[config.mk]
export PLATFORM = sky130hd
export DESIGN_NAME = call_line_control_latches
export DESIGN_NICKNAME = d
export VERILOG_FILES = /design/src/call_line_pkg.sv /design/src/line_filter.sv /design/src/call_line_control_latches.sv
export VERILOG_INCLUDE_DIRS = /design/src /design/src/src
export SDC_FILE = /design/constraint.sdc
export NUM_CORES = 1
export LEC_CHECK = 0
export ABC_CLOCK_PERIOD_IN_PS = 6150
export BUFFER_PORTS_ARGS = -buffer_cell sky130_fd_sc_hd__buf_2
export CAP_MARGIN = 20
export CELL_PAD_IN_SITES_DETAIL_PLACEMENT = 1
export CELL_PAD_IN_SITES_GLOBAL_PLACEMENT = 1
export CORE_UTILIZATION = 45
export DETAILED_ROUTE_END_ITERATION = 8
export PLACE_DENSITY = 0.83
export SETUP_SLACK_MARGIN = 0.15
export SKIP_CTS_REPAIR_TIMING = 1
export SLEW_MARGIN = 15
export SYNTH_ARGS = -nofsm -noshare
export SYNTH_HDL_FRONTEND = slang
export SYNTH_SLANG_ARGS = --single-unit
[constraint.sdc]
create_clock -name core_clk -period 6.15 [get_ports core_clk]
set_clock_uncertainty 0.1 [all_clocks]
set_input_delay 0.615 -clock core_clk [delete_from_list [all_inputs] [get_ports core_clk]]
set_output_delay 0.615 -clock core_clk [all_outputs]
set_load 0.02 [all_outputs]
[src/call_line_defs.svh]
// Timing constants for the call line control latches
`ifndef CALL_LINE_DEFS_SVH
`define CALL_LINE_DEFS_SVH

`define CLK_PERIOD_NS 10
`define TIMER_INTERVAL_MS 2300
// Widened to 64 bits: the product overflows a plain 32-bit integer
`define TIMER_CYCLES ((64'(`TIMER_INTERVAL_MS) * 64'h00000000000F4240) / 64'(`CLK_PERIOD_NS))
`define CONN_FILTER_US 20000
`define CONN_FILTER_CYCLES ((`CONN_FILTER_US * 1000 + `CLK_PERIOD_NS - 1) / `CLK_PERIOD_NS)
`define DIAL_FILTER_US 1000
`define DIAL_FILTER_CYCLES ((`DIAL_FILTER_US * 1000 + `CLK_PERIOD_NS - 1) / `CLK_PERIOD_NS)
`define CNT_WIDTH 28

`endif

[src/call_line_pkg.sv]
// Types for the call line control latches
package call_line_pkg;
	typedef enum logic [2:0] {
		POL_NEUTRAL = 3'h1,
		POL_POS = 3'h2,
		POL_NEG = 3'h4
	} polarity_t;
endpackage : call_line_pkg

[src/line_filter.sv]
// Persistence filter: output follows input only after it holds for a set time
`timescale 1ns/1ps
`include "call_line_defs.svh"

module line_filter #(
	parameter logic [`CNT_WIDTH-1:0] HOLD_CYCLES = 28'h0000001
) (
	input wire logic core_clk,
	input wire logic sys_rst,
	input wire logic raw_in,
	input wire logic reset_value,
	output logic filt_out
);
	logic [`CNT_WIDTH-1:0] count_reg;
	logic filt_reg;
	wire logic differs = raw_in != filt_reg;
	wire logic expired = count_reg >= HOLD_CYCLES - 28'h0000001;

	always_ff @(posedge core_clk) begin
		if (sys_rst) begin
			count_reg <= 28'h0000000;
			filt_reg <= 1'b0;
		end else if (!differs) begin
			count_reg <= 28'h0000000;
		end else if (expired) begin
			count_reg <= 28'h0000000;
			filt_reg <= raw_in;
		end else begin
			count_reg <= count_reg + 28'h0000001;
		end
	end

	// Reset value applied combinationally only while in reset
	assign filt_out = sys_rst ? reset_value : filt_reg;
endmodule : line_filter

[src/call_line_control_latches.sv]
// Proceed-to-dial, connect and local latches with local auto-off timer
`timescale 1ns/1ps
`include "call_line_defs.svh"

module call_line_control_latches (
	input wire logic core_clk,
	input wire logic sys_rst,
	input wire logic line_pos,
	input wire logic line_neg,
	input wire logic loop_low,
	input wire logic start_btn,
	input wire logic stop_btn,
	input wire logic local_btn,
	output logic dial_relay,
	output logic connect_relay,
	output logic local_relay,
	output logic motor_relay,
	output logic timer_pulse
);
	////////////////////////////////////////////////////////////////
	// Input filtering
	logic pos_filt;
	logic neg_filt;
	logic low_filt;

	line_filter #(.HOLD_CYCLES(28'(`CONN_FILTER_CYCLES))) u_pos_filter (
		.core_clk(core_clk),
		.sys_rst(sys_rst),
		.raw_in(line_pos),
		.reset_value(1'b0),
		.filt_out(pos_filt)
	);

	line_filter #(.HOLD_CYCLES(28'(`CONN_FILTER_CYCLES))) u_neg_filter (
		.core_clk(core_clk),
		.sys_rst(sys_rst),
		.raw_in(line_neg),
		.reset_value(1'b0),
		.filt_out(neg_filt)
	);

	line_filter #(.HOLD_CYCLES(28'(`DIAL_FILTER_CYCLES))) u_low_filter (
		.core_clk(core_clk),
		.sys_rst(sys_rst),
		.raw_in(loop_low),
		.reset_value(1'b0),
		.filt_out(low_filt)
	);

	////////////////////////////////////////////////////////////////
	// Polarity decode
	call_line_pkg::polarity_t pol;
	// Both asserted is contradictory; treated as neutral to avoid toggling
	assign pol = (pos_filt && !neg_filt) ? call_line_pkg::POL_POS :
		(neg_filt && !pos_filt) ? call_line_pkg::POL_NEG : call_line_pkg::POL_NEUTRAL;

	////////////////////////////////////////////////////////////////
	// Latch state
	logic dial_reg;
	logic conn_reg;
	logic local_reg;
	logic motor_reg;
	logic pulse_reg;
	logic first_done_reg;
	logic [`CNT_WIDTH-1:0] timer_reg;

	logic conn_next;
	always_comb begin
		conn_next = conn_reg;
		unique case (pol)
			call_line_pkg::POL_POS: conn_next = 1'b1;
			call_line_pkg::POL_NEG: conn_next = 1'b0;
			call_line_pkg::POL_NEUTRAL: conn_next = conn_reg;
		endcase
	end

	// Start button gates the line signal, so breaks alone cannot dial
	wire logic dial_set = start_btn && low_filt;
	wire logic dial_clr = stop_btn || conn_reg;
	wire logic dial_next = dial_clr ? 1'b0 : (dial_set ? 1'b1 : dial_reg);

	wire logic timer_done = timer_reg >= 28'(`TIMER_CYCLES) - 28'h0000001;
	wire logic timer_fire = conn_reg && timer_done;
	wire logic local_kill = timer_fire && !first_done_reg;
	wire logic local_set = local_btn && !dial_reg && !conn_reg;
	wire logic local_clr = start_btn || stop_btn || local_kill;
	wire logic local_next = local_clr ? 1'b0 : (local_set ? 1'b1 : local_reg);

	always_ff @(posedge core_clk) begin
		if (sys_rst) begin
			dial_reg <= 1'b0;
			conn_reg <= 1'b0;
			local_reg <= 1'b0;
			motor_reg <= 1'b0;
			pulse_reg <= 1'b0;
			first_done_reg <= 1'b0;
			timer_reg <= 28'h0000000;
		end else begin
			dial_reg <= dial_next;
			conn_reg <= conn_next;
			local_reg <= local_next;
			motor_reg <= conn_next || local_next;
			pulse_reg <= timer_fire;
			if (!conn_reg) begin
				timer_reg <= 28'h0000000;
				first_done_reg <= 1'b0;
			end else if (timer_done) begin
				timer_reg <= 28'h0000000;
				first_done_reg <= 1'b1;
			end else begin
				timer_reg <= timer_reg + 28'h0000001;
			end
		end
	end

	////////////////////////////////////////////////////////////////
	// Relay drives
	assign dial_relay = dial_reg;
	assign connect_relay = conn_reg;
	assign local_relay = local_reg;
	assign motor_relay = motor_reg;
	assign timer_pulse = pulse_reg;
endmodule : call_line_control_latches

==> key figures, run 1 <==
Status
  • Status: finished, final reports clean

Die
  • Initial Utilization: 46.1%
  • Die area: 10900 um^2
  • Die Width: 105 um
  • Die Ht: 105 um
  • Core Rows: 37
  • Core area: 10300 um^2
  • Io pins: 13

Power
  • Int Pwr: 1490 uW
  • Max IR drop VDD: 152 uV
  • Total Power: 1860 uW
  • P_leak: 0.00196 uW
  • Sw Share: 19.8%
  • Clock power share: 55.5%
  • Gate power share: 1.3%
  • Pwr/cell area: 330 nW/um^2
  • Net switching power: 367 uW
  • Seq pwr share: 43.2%

Global route
  • Pin count of the biggest net entering global routing: 29
  • First-pass GRT wire length: 19300 um
  • GRT Util Overall: 22.6%
  • Gr ovfl total: 0
  • Initial antenna violation count: 0
  • Vias in the first global route: 4073

Timing
  • Tcrit/Tclk final: 41.8%
  • Crit path time final: 2570 ps
  • Max Clk Rate: 389 MHz
  • Post-Route Setup TNS: 0 ps
  • Setup-violating endpoint count in the final report: 0
  • Worst-Margin Slew: 865 ps
  • Slew headroom: 41.5%
  • Slew Limit Fails: 0
  • Fin. Hold Viols: 0
  • RSZ-0062 raised after global routing: no

Critical path
  • Worst path arrival time: 2910 ps
  • CP max FO: 20
  • CP Capture Type: flip-flop
  • CP Data Required Time: 6490 ps
  • Setup crit start kind: flip-flop
  • Critical setup path kind: flip-flop to flip-flop
  • Register-to-register setup slack: 3580 ps

Cells and area
  • Most frequent cells in the layout: dfxtp_1, nor2_1, xor2_1, xnor2_1, nand2_1
  • Layout cells sized above 1: 8.79%
  • N_diodes: 0
  • Commonest non-fill, non-tap cell in the layout: dfxtp_1
  • Area of the multi-input gates: 2310 um^2
  • Area occupied by registers: 2420 um^2
  • Fin nets: 570
  • Design Area, Final: 5620 um^2
  • Syn-to-layout area delta: 18.7%
  • Filler cell count: 1187

Synth
  • Post-synth top area share: 51.2%
  • Syn Inst Count: 511
  • Async S/R FF share, synth: 0%
  • Synthesized cell area: 4730 um^2
  • Largest area contributor in the synthesized netlist: dfxtp_1
  • Post-synth EDFFs: 0
  • Top FF cell, synth: dfxtp_1
  • Seq cells post-synth: 121
  • Dominant cells by area after synthesis: dfxtp_1, nor2_1, xor2_1
  • Synthesis warning total: 0
  • Synth cell types: 41
  • Post-Syn Area per Cell: 9.26 um^2
  • Register area share after synthesis: 51.2%

Routing
  • Drt first pass iters: 4
  • Drt wl/cell: 16.1 um
  • WL final: 11300 um
  • Vias/cell: 5.25
  • WL met1: 4650 um
  • Vias: 3698
  • Iteration-0 DRC Markers: 158
  • Top sig layer: met4
  • DR WL met2: 6170 um
  • Met3 wire length: 297 um
  • Remaining DRCs: 0
  • ANT nets after route: 0

Clock network
  • TritonCTS Buffers: 17
  • CTS sink cnt: 121
  • Worst-Skew Late Latency: 520 ps
  • CTS tree: built
  • Worst-path clk slew: 60 ps
  • CTS Buffer Depth: 2
  • H-tree depth: 4
  • CTS root buf: clkbuf_8

Hold path
  • Hold Crit Class: primary input to flip-flop

Placed design
  • Gp weighted congestion: 0.809
  • Placed cell areas: 5000 um^2
  • # port buffers: 12
  • HPWL after DPL: 6700 um

Run
  • Max-Cap Viols: 0
layer usage:
layer / vias up / global-route usage [%]
met2: 55 / 41.8
li1: 1806 / -
met3: 24 / 5.30
met5: - / 0
met1: 1813 / 24.1
met4: 0 / 10.4
final timing paths:
check                                          startpoint                        end  depth (start not counted)
worst max-delay path            u_pos_filter.count_reg[7]  u_pos_filter.count_reg[0]                          5
worst min-delay path                             stop_btn                 dial_relay                          2
worst max register to register  u_pos_filter.count_reg[7]  u_pos_filter.count_reg[0]                          5
worst min register to register  u_low_filter.count_reg[0]  u_low_filter.count_reg[0]                          1
through the flow:
step,cells,utilization (%),worst slack [ps],hold WS [ps]
finish,705,54.7,3580,172
global route,705,54.7,3470,166
CTS,704,54.6,3570,161
detailed placement,673,48.7,3790,337
global placement,673,48.7,3910,324
floorplan,535,-,4080,313
synthesized netlist by cell type (2+ instances only):
cell type  count
buf_6          2
nor3_1        14
and4_1         9
nand2_1       31
o21ai_0        3
or4_1          4
mux2i_1        2
o211ai_1       3
clkbuf_1       9
xnor2_1       35
a31o_2         2
nor4_1         8
nand2b_1       3
a21oi_1        5
ha_1           5
nand4b_1       2
xor2_1        44
and2_1         3
nor2_1       115
a211oi_1       3
inv_1          8
o21a_1         2
nor2b_1        2
nand3_1       27
and3_1        14
nand4_1       21
dfxtp_1      121
layout make-up:
type                            count  share of cell area, %
Sequential cell                   121                   43.1
Multi-Input combinational cell    395                   41.2
Clock buffer                       22                   8.24
Tap cell                          136                   3.03
Clock inverter                      9                   2.58
Timing Repair Buffer               14                   1.29
Inverter                            8                  0.535
logic make-up (layout without fill, tap and decap cells):
group                    count (synthesis)  after routing  synth area share, %
AO/OA/AOI/OAI                           25             25                 3.78
XOR/XNOR                                79             79                 14.6
adder cells (fa/ha/maj)                  5              5                 1.32
buffers and inverters                   19             53                 1.82
flip-flops                             121            121                 51.2
multiplexers                             3              3                0.661
other                                    1             25               0.0792
AND/OR/NAND/NOR                        258            258                 26.5
worst max-delay path: stages (launching register included):
cell	delay (ps)
dfxtp_1	360
or3_1	370
a31o_2	240
a311oi_1	560
nand2_1	580
nor2_1	270
power groups by stage:
stage | clock network (uW) | registers (uW) | logic (uW)
finish | 1030 | 802 | 24.2
global placement | 0 | 817 | 21.7
detailed placement | 0 | 818 | 22.6
CTS | 1040 | 802 | 23.7
floorplan | 0 | 818 | 14.1
global route | 1080 | 803 | 27.2
(Power assumes the default switching activity.)
==> inputs of run 2 (changes only) <==
- ABC_CLOCK_PERIOD_IN_PS: 6150 -> 2600
- clock period: 6.15 -> 2.6 ns (I/O delays scaled with it)
==> run 2 against run 1 <==
  * Total power is 130% higher
  * Via count is 0.54% lower
  * Flip-flop and latch count stayed put
  * Clock power is 130% higher
  * Largest cell class unchanged
==> key figures, run 2 (synthesized netlist as in run 1, its figures left out) <==
Status
  • Status: finished, final reports clean (unchanged)

Timing
  • Post-Route Setup TNS: 0 ps (unchanged)
  • Tcrit/Tclk final: 91.1% (was 41.8%)
  • Setup-violating endpoint count in the final report: 0 (unchanged)
  • Crit path time final: 2370 ps (was 2570 ps)
  • Fin. Hold Viols: 0 (unchanged)
  • Max Clk Rate: 422 MHz (was 389 MHz)
  • Slew Limit Fails: 0 (unchanged)
  • Slew headroom: 48.5% (was 41.5%)
  • Worst-Margin Slew: 765 ps (was 865 ps)
  • RSZ-0062 raised after global routing: no (unchanged)

Cells and area
  • Commonest non-fill, non-tap cell in the layout: dfxtp_1 (unchanged)
  • N_diodes: 0 (unchanged)
  • Layout Cells excl Fill: 716 (was 705)
  • Design Area, Final: 5690 um^2 (was 5620 um^2)
  • Fin nets: 580 (was 570)
  • Syn-to-layout area delta: 20.2% (was 18.7%)
  • Most frequent cells in the layout: dfxtp_1, nor2_1, xor2_1, xnor2_1, nand2_1 (unchanged)
  • Layout cells sized above 1: 9.31% (was 8.79%)

Critical path
  • CP Data Required Time: 2910 ps (was 6490 ps)
  • R2R Path Start: u_low_filter.count_reg[0] (was u_pos_filter.count_reg[7])
  • WP buf/inv: 1 (was 0)
  • CP max FO: 3 (was 20)
  • Critical setup path kind: flip-flop to flip-flop (unchanged)
  • Setup crit start kind: flip-flop (unchanged)
  • CP startpoint: u_low_filter.count_reg[0] (was u_pos_filter.count_reg[7])
  • Critical-path cell list: ha_1 -> nand4_1 -> a211oi_1 -> nor3_1 -> mux2i_1 -> nor2_1 -> dlygate4sd3_1 (was or3_1 -> a31o_2 -> a311oi_1 -> nand2_1 -> nor2_1)
  • Largest stage delay on the critical path: 560 ps (was 580 ps)
  • Worst path arrival time: 2680 ps (was 2910 ps)
  • CP Capture Type: flip-flop (unchanged)
  • Crit-path leading delay family: simple AND/OR/NAND/NOR gates (unchanged)
  • Slowest-stage cell, CP: dlygate4sd3_1 (was nand2_1)

Clock network
  • TritonCTS Buffers: 17 (unchanged)
  • CTS root buf: clkbuf_8 (unchanged)
  • Worst-path clk slew: 60 ps (about the same)
  • CTS tree: built (unchanged)
  • CTS sink cnt: 121 (unchanged)
  • H-tree depth: 4 (unchanged)
  • CTS Buffer Depth: 2 (unchanged)
  • Worst-Skew Late Latency: 520 ps (about the same)

Die
  • Initial Utilization: 46.1% (unchanged)
  • Die Width: 105 um (unchanged)
  • Io pins: 13 (unchanged)
  • Core area: 10300 um^2 (unchanged)
  • Die area: 10900 um^2 (unchanged)
  • Die Ht: 105 um (unchanged)
  • Core Rows: 37 (unchanged)

Power
  • Clock power share: 54.2% (was 55.5%)
  • Sw Share: 20.8% (was 19.8%)
  • Gate power share: 1.5% (was 1.3%)
  • P_leak: 0.00199 uW (was 0.00196 uW)
  • Net switching power: 890 uW (was 367 uW)
  • Pwr/cell area: 752 nW/um^2 (was 330 nW/um^2)
  • Max IR drop VDD: 318 uV (was 152 uV)
  • Total Power: 4280 uW (was 1860 uW)
  • Seq pwr share: 44.3% (was 43.2%)
  • Int Pwr: 3390 uW (was 1490 uW)

Global route
  • Pin count of the biggest net entering global routing: 29 (unchanged)
  • Initial antenna violation count: 0 (unchanged)
  • Vias in the first global route: 3977 (was 4073)
  • GRT Util Overall: 22.1% (was 22.6%)
  • Gr ovfl total: 0 (unchanged)
  • First-pass GRT wire length: 18900 um (was 19300 um)

Hold path
  • Hold Crit Class: primary input to flip-flop (unchanged)
  • Min-delay src: line_neg (was stop_btn)

Run
  • Max-Cap Viols: 0 (unchanged)

Routing
  • Iteration-0 DRC Markers: 189 (was 158)
  • Remaining DRCs: 0 (unchanged)
  • WL final: 11100 um (was 11300 um)
  • Drt wl/cell: 15.6 um (was 16.1 um)
  • Vias: 3678 (was 3698)
  • ANT nets after route: 0 (unchanged)
  • Drt first pass iters: 4 (unchanged)
  • Vias/cell: 5.14 (was 5.25)

Placed design
  • Dpl cells: 677 (was 673)
  • Gp weighted congestion: 0.786 (was 0.809)
  • HPWL after DPL: 6690 um (was 6700 um)
  • # port buffers: 12 (unchanged)
  • Placed cell areas: 5030 um^2 (was 5000 um^2)
==> run 2: worst register-to-register path, stage by stage, from the launching register on <==
cell           delay (ps)
dfxtp_1               340
ha_1                  260
nand4_1               130
a211oi_1              100
nor3_1                410
mux2i_1               290
nor2_1                 70
dlygate4sd3_1         560
==> run 2: per-stage QoR <==
stage          utilization, %  worst slack [ps]  hold slack (ps)
2_1_floorplan               -               527              237
3_3_place_gp             49.0               388              324
3_5_place_dp             49.0               304              336
4_1_cts                  54.7               267             -201
5_1_grt                  55.4               157             96.7
6_report                 55.4               230             77.8
==> run 2: cell type report <==
type,count,area [um^2]
repair buffers,24,168
fillers,1210,4590
flip-flops and latches,121,2420
clock buffers,20,435
inverters,8,30.0
well taps,136,170
multi-input cells,395,2310
clock inverters,12,150
==> run 2: metal layers <==
metal	GRT usage [%]	part of all wire, %	vias up
met1	24.3	43	1793
met2	39.7	53	41
met5	0	0	-
met4	9.59	2.1	0
met3	5.86	2.3	20
li1	-	-	1824
==> run 2: power groups by stage <==
stage          registers (uW)  logic (uW)  clock network (uW)
6_report                 1900        65.4                2320
4_1_cts                  1900        55.5                2350
5_1_grt                  1900        73.2                2460
3_3_place_gp             1930        50.6                   0
3_5_place_dp             1930        53.4                   0
2_1_floorplan            1940        33.3                   0
==> run 2: path summary, 6_finish.rpt <==
kind,to,slack [ps],cells after the start
setup / recovery,u_low_filter.filt_reg,230,7
hold / removal,u_neg_filter.filt_reg,80,3
setup reg to reg,u_low_filter.filt_reg,230,7
hold reg to reg,u_pos_filter.count_reg[0],360,1
==> inputs of run 3 (changes only) <==
- CORE_UTILIZATION: 45 -> 48
- PLACE_DENSITY: 0.83 -> 0.88
==> run 3 against run 2 <==
  * Flip-flop and latch count did not move
  * Maximum frequency rose by 1.9%
  * Critical path depth fell by 2
  * Routed wire length rose by 3.6%
  * Critical path type unchanged
  * Largest cell class unchanged
  * Highest routed layer unchanged
==> key figures, run 3 (synthesized netlist as in run 1, its figures left out) <==
Status
  • Status: finished, final reports clean (unchanged)

Timing
  • Worst-Margin Slew: 715 ps (was 765 ps)
  • Fin. Hold Viols: 0 (unchanged)
  • Max Clk Rate: 430 MHz (was 422 MHz)
  • Tcrit/Tclk final: 89.4% (was 91.1%)
  • RSZ-0062 raised after global routing: no (unchanged)
  • Setup-violating endpoint count in the final report: 0 (unchanged)
  • Post-Route Setup TNS: 0 ps (unchanged)
  • Final worst setup slack: 275 ps (was 230 ps)
  • Crit path time final: 2330 ps (was 2370 ps)
  • Slew headroom: 51.9% (was 48.5%)
  • Slew Limit Fails: 0 (unchanged)

Global route
  • Vias in the first global route: 4076 (was 3977)
  • First-pass GRT wire length: 18800 um (was 18900 um)
  • Gr ovfl total: 0 (unchanged)
  • GRT Util Overall: 24.3% (was 22.1%)
  • Initial antenna violation count: 0 (unchanged)
  • Pin count of the biggest net entering global routing: 29 (unchanged)

Clock network
  • TritonCTS Buffers: 17 (unchanged)
  • CTS sink cnt: 121 (unchanged)
  • CTS tree: built (unchanged)
  • H-tree depth: 4 (unchanged)
  • Worst-Skew Late Latency: 530 ps (was 520 ps)
  • CTS Buffer Depth: 2 (unchanged)
  • Worst-path clk slew: 60 ps (about the same)
  • CTS root buf: clkbuf_8 (unchanged)

Run
  • Max-Cap Viols: 0 (unchanged)

Critical path
  • Slowest-stage cell, CP: or4_4 (was dlygate4sd3_1)
  • CP max FO: 28 (was 3)
  • Setup crit start kind: flip-flop (unchanged)
  • Largest stage delay on the critical path: 590 ps (was 560 ps)
  • CP Data Required Time: 2900 ps (was 2910 ps)
  • Critical setup path kind: flip-flop to flip-flop (unchanged)
  • CP Capture Type: flip-flop (unchanged)
  • Critical-path cell list: nand4_1 -> or4_1 -> or4_4 -> nand4_4 -> nor2_1 (was ha_1 -> nand4_1 -> a211oi_1 -> nor3_1 -> mux2i_1 -> nor2_1 -> dlygate4sd3_1)
  • Worst path arrival time: 2620 ps (was 2680 ps)

Power
  • P_leak: 0.00198 uW (was 0.00199 uW)
  • Pwr/cell area: 761 nW/um^2 (was 752 nW/um^2)
  • Max IR drop VDD: 500 uV (was 318 uV)
  • Total Power: 4320 uW (was 4280 uW)

Routing
  • Vias/cell: 5.37 (was 5.14)
  • Drt wl/cell: 16.3 um (was 15.6 um)
  • Vias: 3800 (was 3678)
  • WL final: 11500 um (was 11100 um)
  • ANT nets after route: 0 (unchanged)
  • Drt first pass iters: 4 (unchanged)
  • Remaining DRCs: 0 (unchanged)
  • Iteration-0 DRC Markers: 86 (was 189)

Cells and area
  • Commonest non-fill, non-tap cell in the layout: dfxtp_1 (unchanged)
  • Fin nets: 578 (was 580)
  • Most frequent cells in the layout: dfxtp_1, nor2_1, xor2_1, xnor2_1, nand2_1 (unchanged)
  • Layout cells sized above 1: 9.34% (was 9.31%)
  • Filler cell count: 1100 (was 1210)
  • N_diodes: 0 (unchanged)
  • Syn-to-layout area delta: 19.8% (was 20.2%)

Die
  • Die Ht: 101 um (was 105 um)
  • Initial Utilization: 50.3% (was 46.1%)
  • Io pins: 13 (unchanged)
  • Die area: 10300 um^2 (was 10900 um^2)
  • Die Width: 101 um (was 105 um)
  • Core Rows: 35 (was 37)
  • Core area: 9420 um^2 (was 10300 um^2)

Hold path
  • Hold Crit Class: primary input to flip-flop (unchanged)

Placed design
  • Gp weighted congestion: 0.850 (was 0.786)
  • # port buffers: 12 (unchanged)
  • Setup WS pre-CTS: 343 ps (was 304 ps)
  • HPWL after DPL: 6990 um (was 6690 um)
[run 3: cell types whose count changed in the layout (fill, tap and decap cells not counted)]
cell / change
dlygate4sd3_1: -2
clkinv_4: +1
clkinv_2: -1
clkbuf_8: +1
clkinvlp_4: -1
[run 3: cell type report]
type                       count  area, um^2  area share, %
clock inverter                11         146           2.58
multi-input combinational    395        2310           40.8
inverter                       8        30.0          0.529
sequential                   121        2420           42.7
timing repair buffer          22         148           2.60
clock buffer                  21         449           7.92
tap                          129         161           2.85
[run 3: stage by stage]
step           cell area (um^2)  instances  utilization [%]  hold slack [ps]
6_report                   5670        707             60.2             33.0
5_1_grt                    5670        707             60.2             58.9
4_1_cts                    5620        702             59.7             -228
3_5_place_dp               5030        670             53.4              338
3_3_place_gp               5030        670             53.4              323
2_1_floorplan              4820        535                -              237
[run 3: per-layer routing]
layer  vias up  wire, um  GRT usage (%)  part of all wire [%]
met1      1873      4620           24.2                    40
met5         -         0              0                     0
met3        35       357           7.52                   3.1
met4         0       333           12.8                   2.9
li1       1830         -              -                     -
met2        62      6230           45.2                    54
[run 3: critical path: cells and delay by family (launching register included)]
kind,cells,cell delay (ps)
DFF,1,420
and+or+nand+nor,5,1670
[run 3: where the power goes]
| group | internal, uW | total (uW) | switching, uW | leakage, uW |
|---|---|---|---|---|
| combinational | 24.3 | 62.0 | 37.7 | 0.000710 |
| sequential | 1880 | 1900 | 13.1 | 0.000985 |
| clock | 1510 | 2360 | 849 | 0.000288 |
| total | 3420 | 4320 | 900 | 0.00198 |
[run 3: worst paths after layout]
path	to	slack [ps]	cells past startpoint	start
worst max register to register	timer_reg[15]	270	5	timer_reg[21]
worst min register to register	u_low_filter.count_reg[0]	360	1	u_low_filter.count_reg[0]
worst max-delay path	timer_reg[15]	270	5	timer_reg[21]
worst min-delay path	u_neg_filter.filt_reg	30	3	line_neg
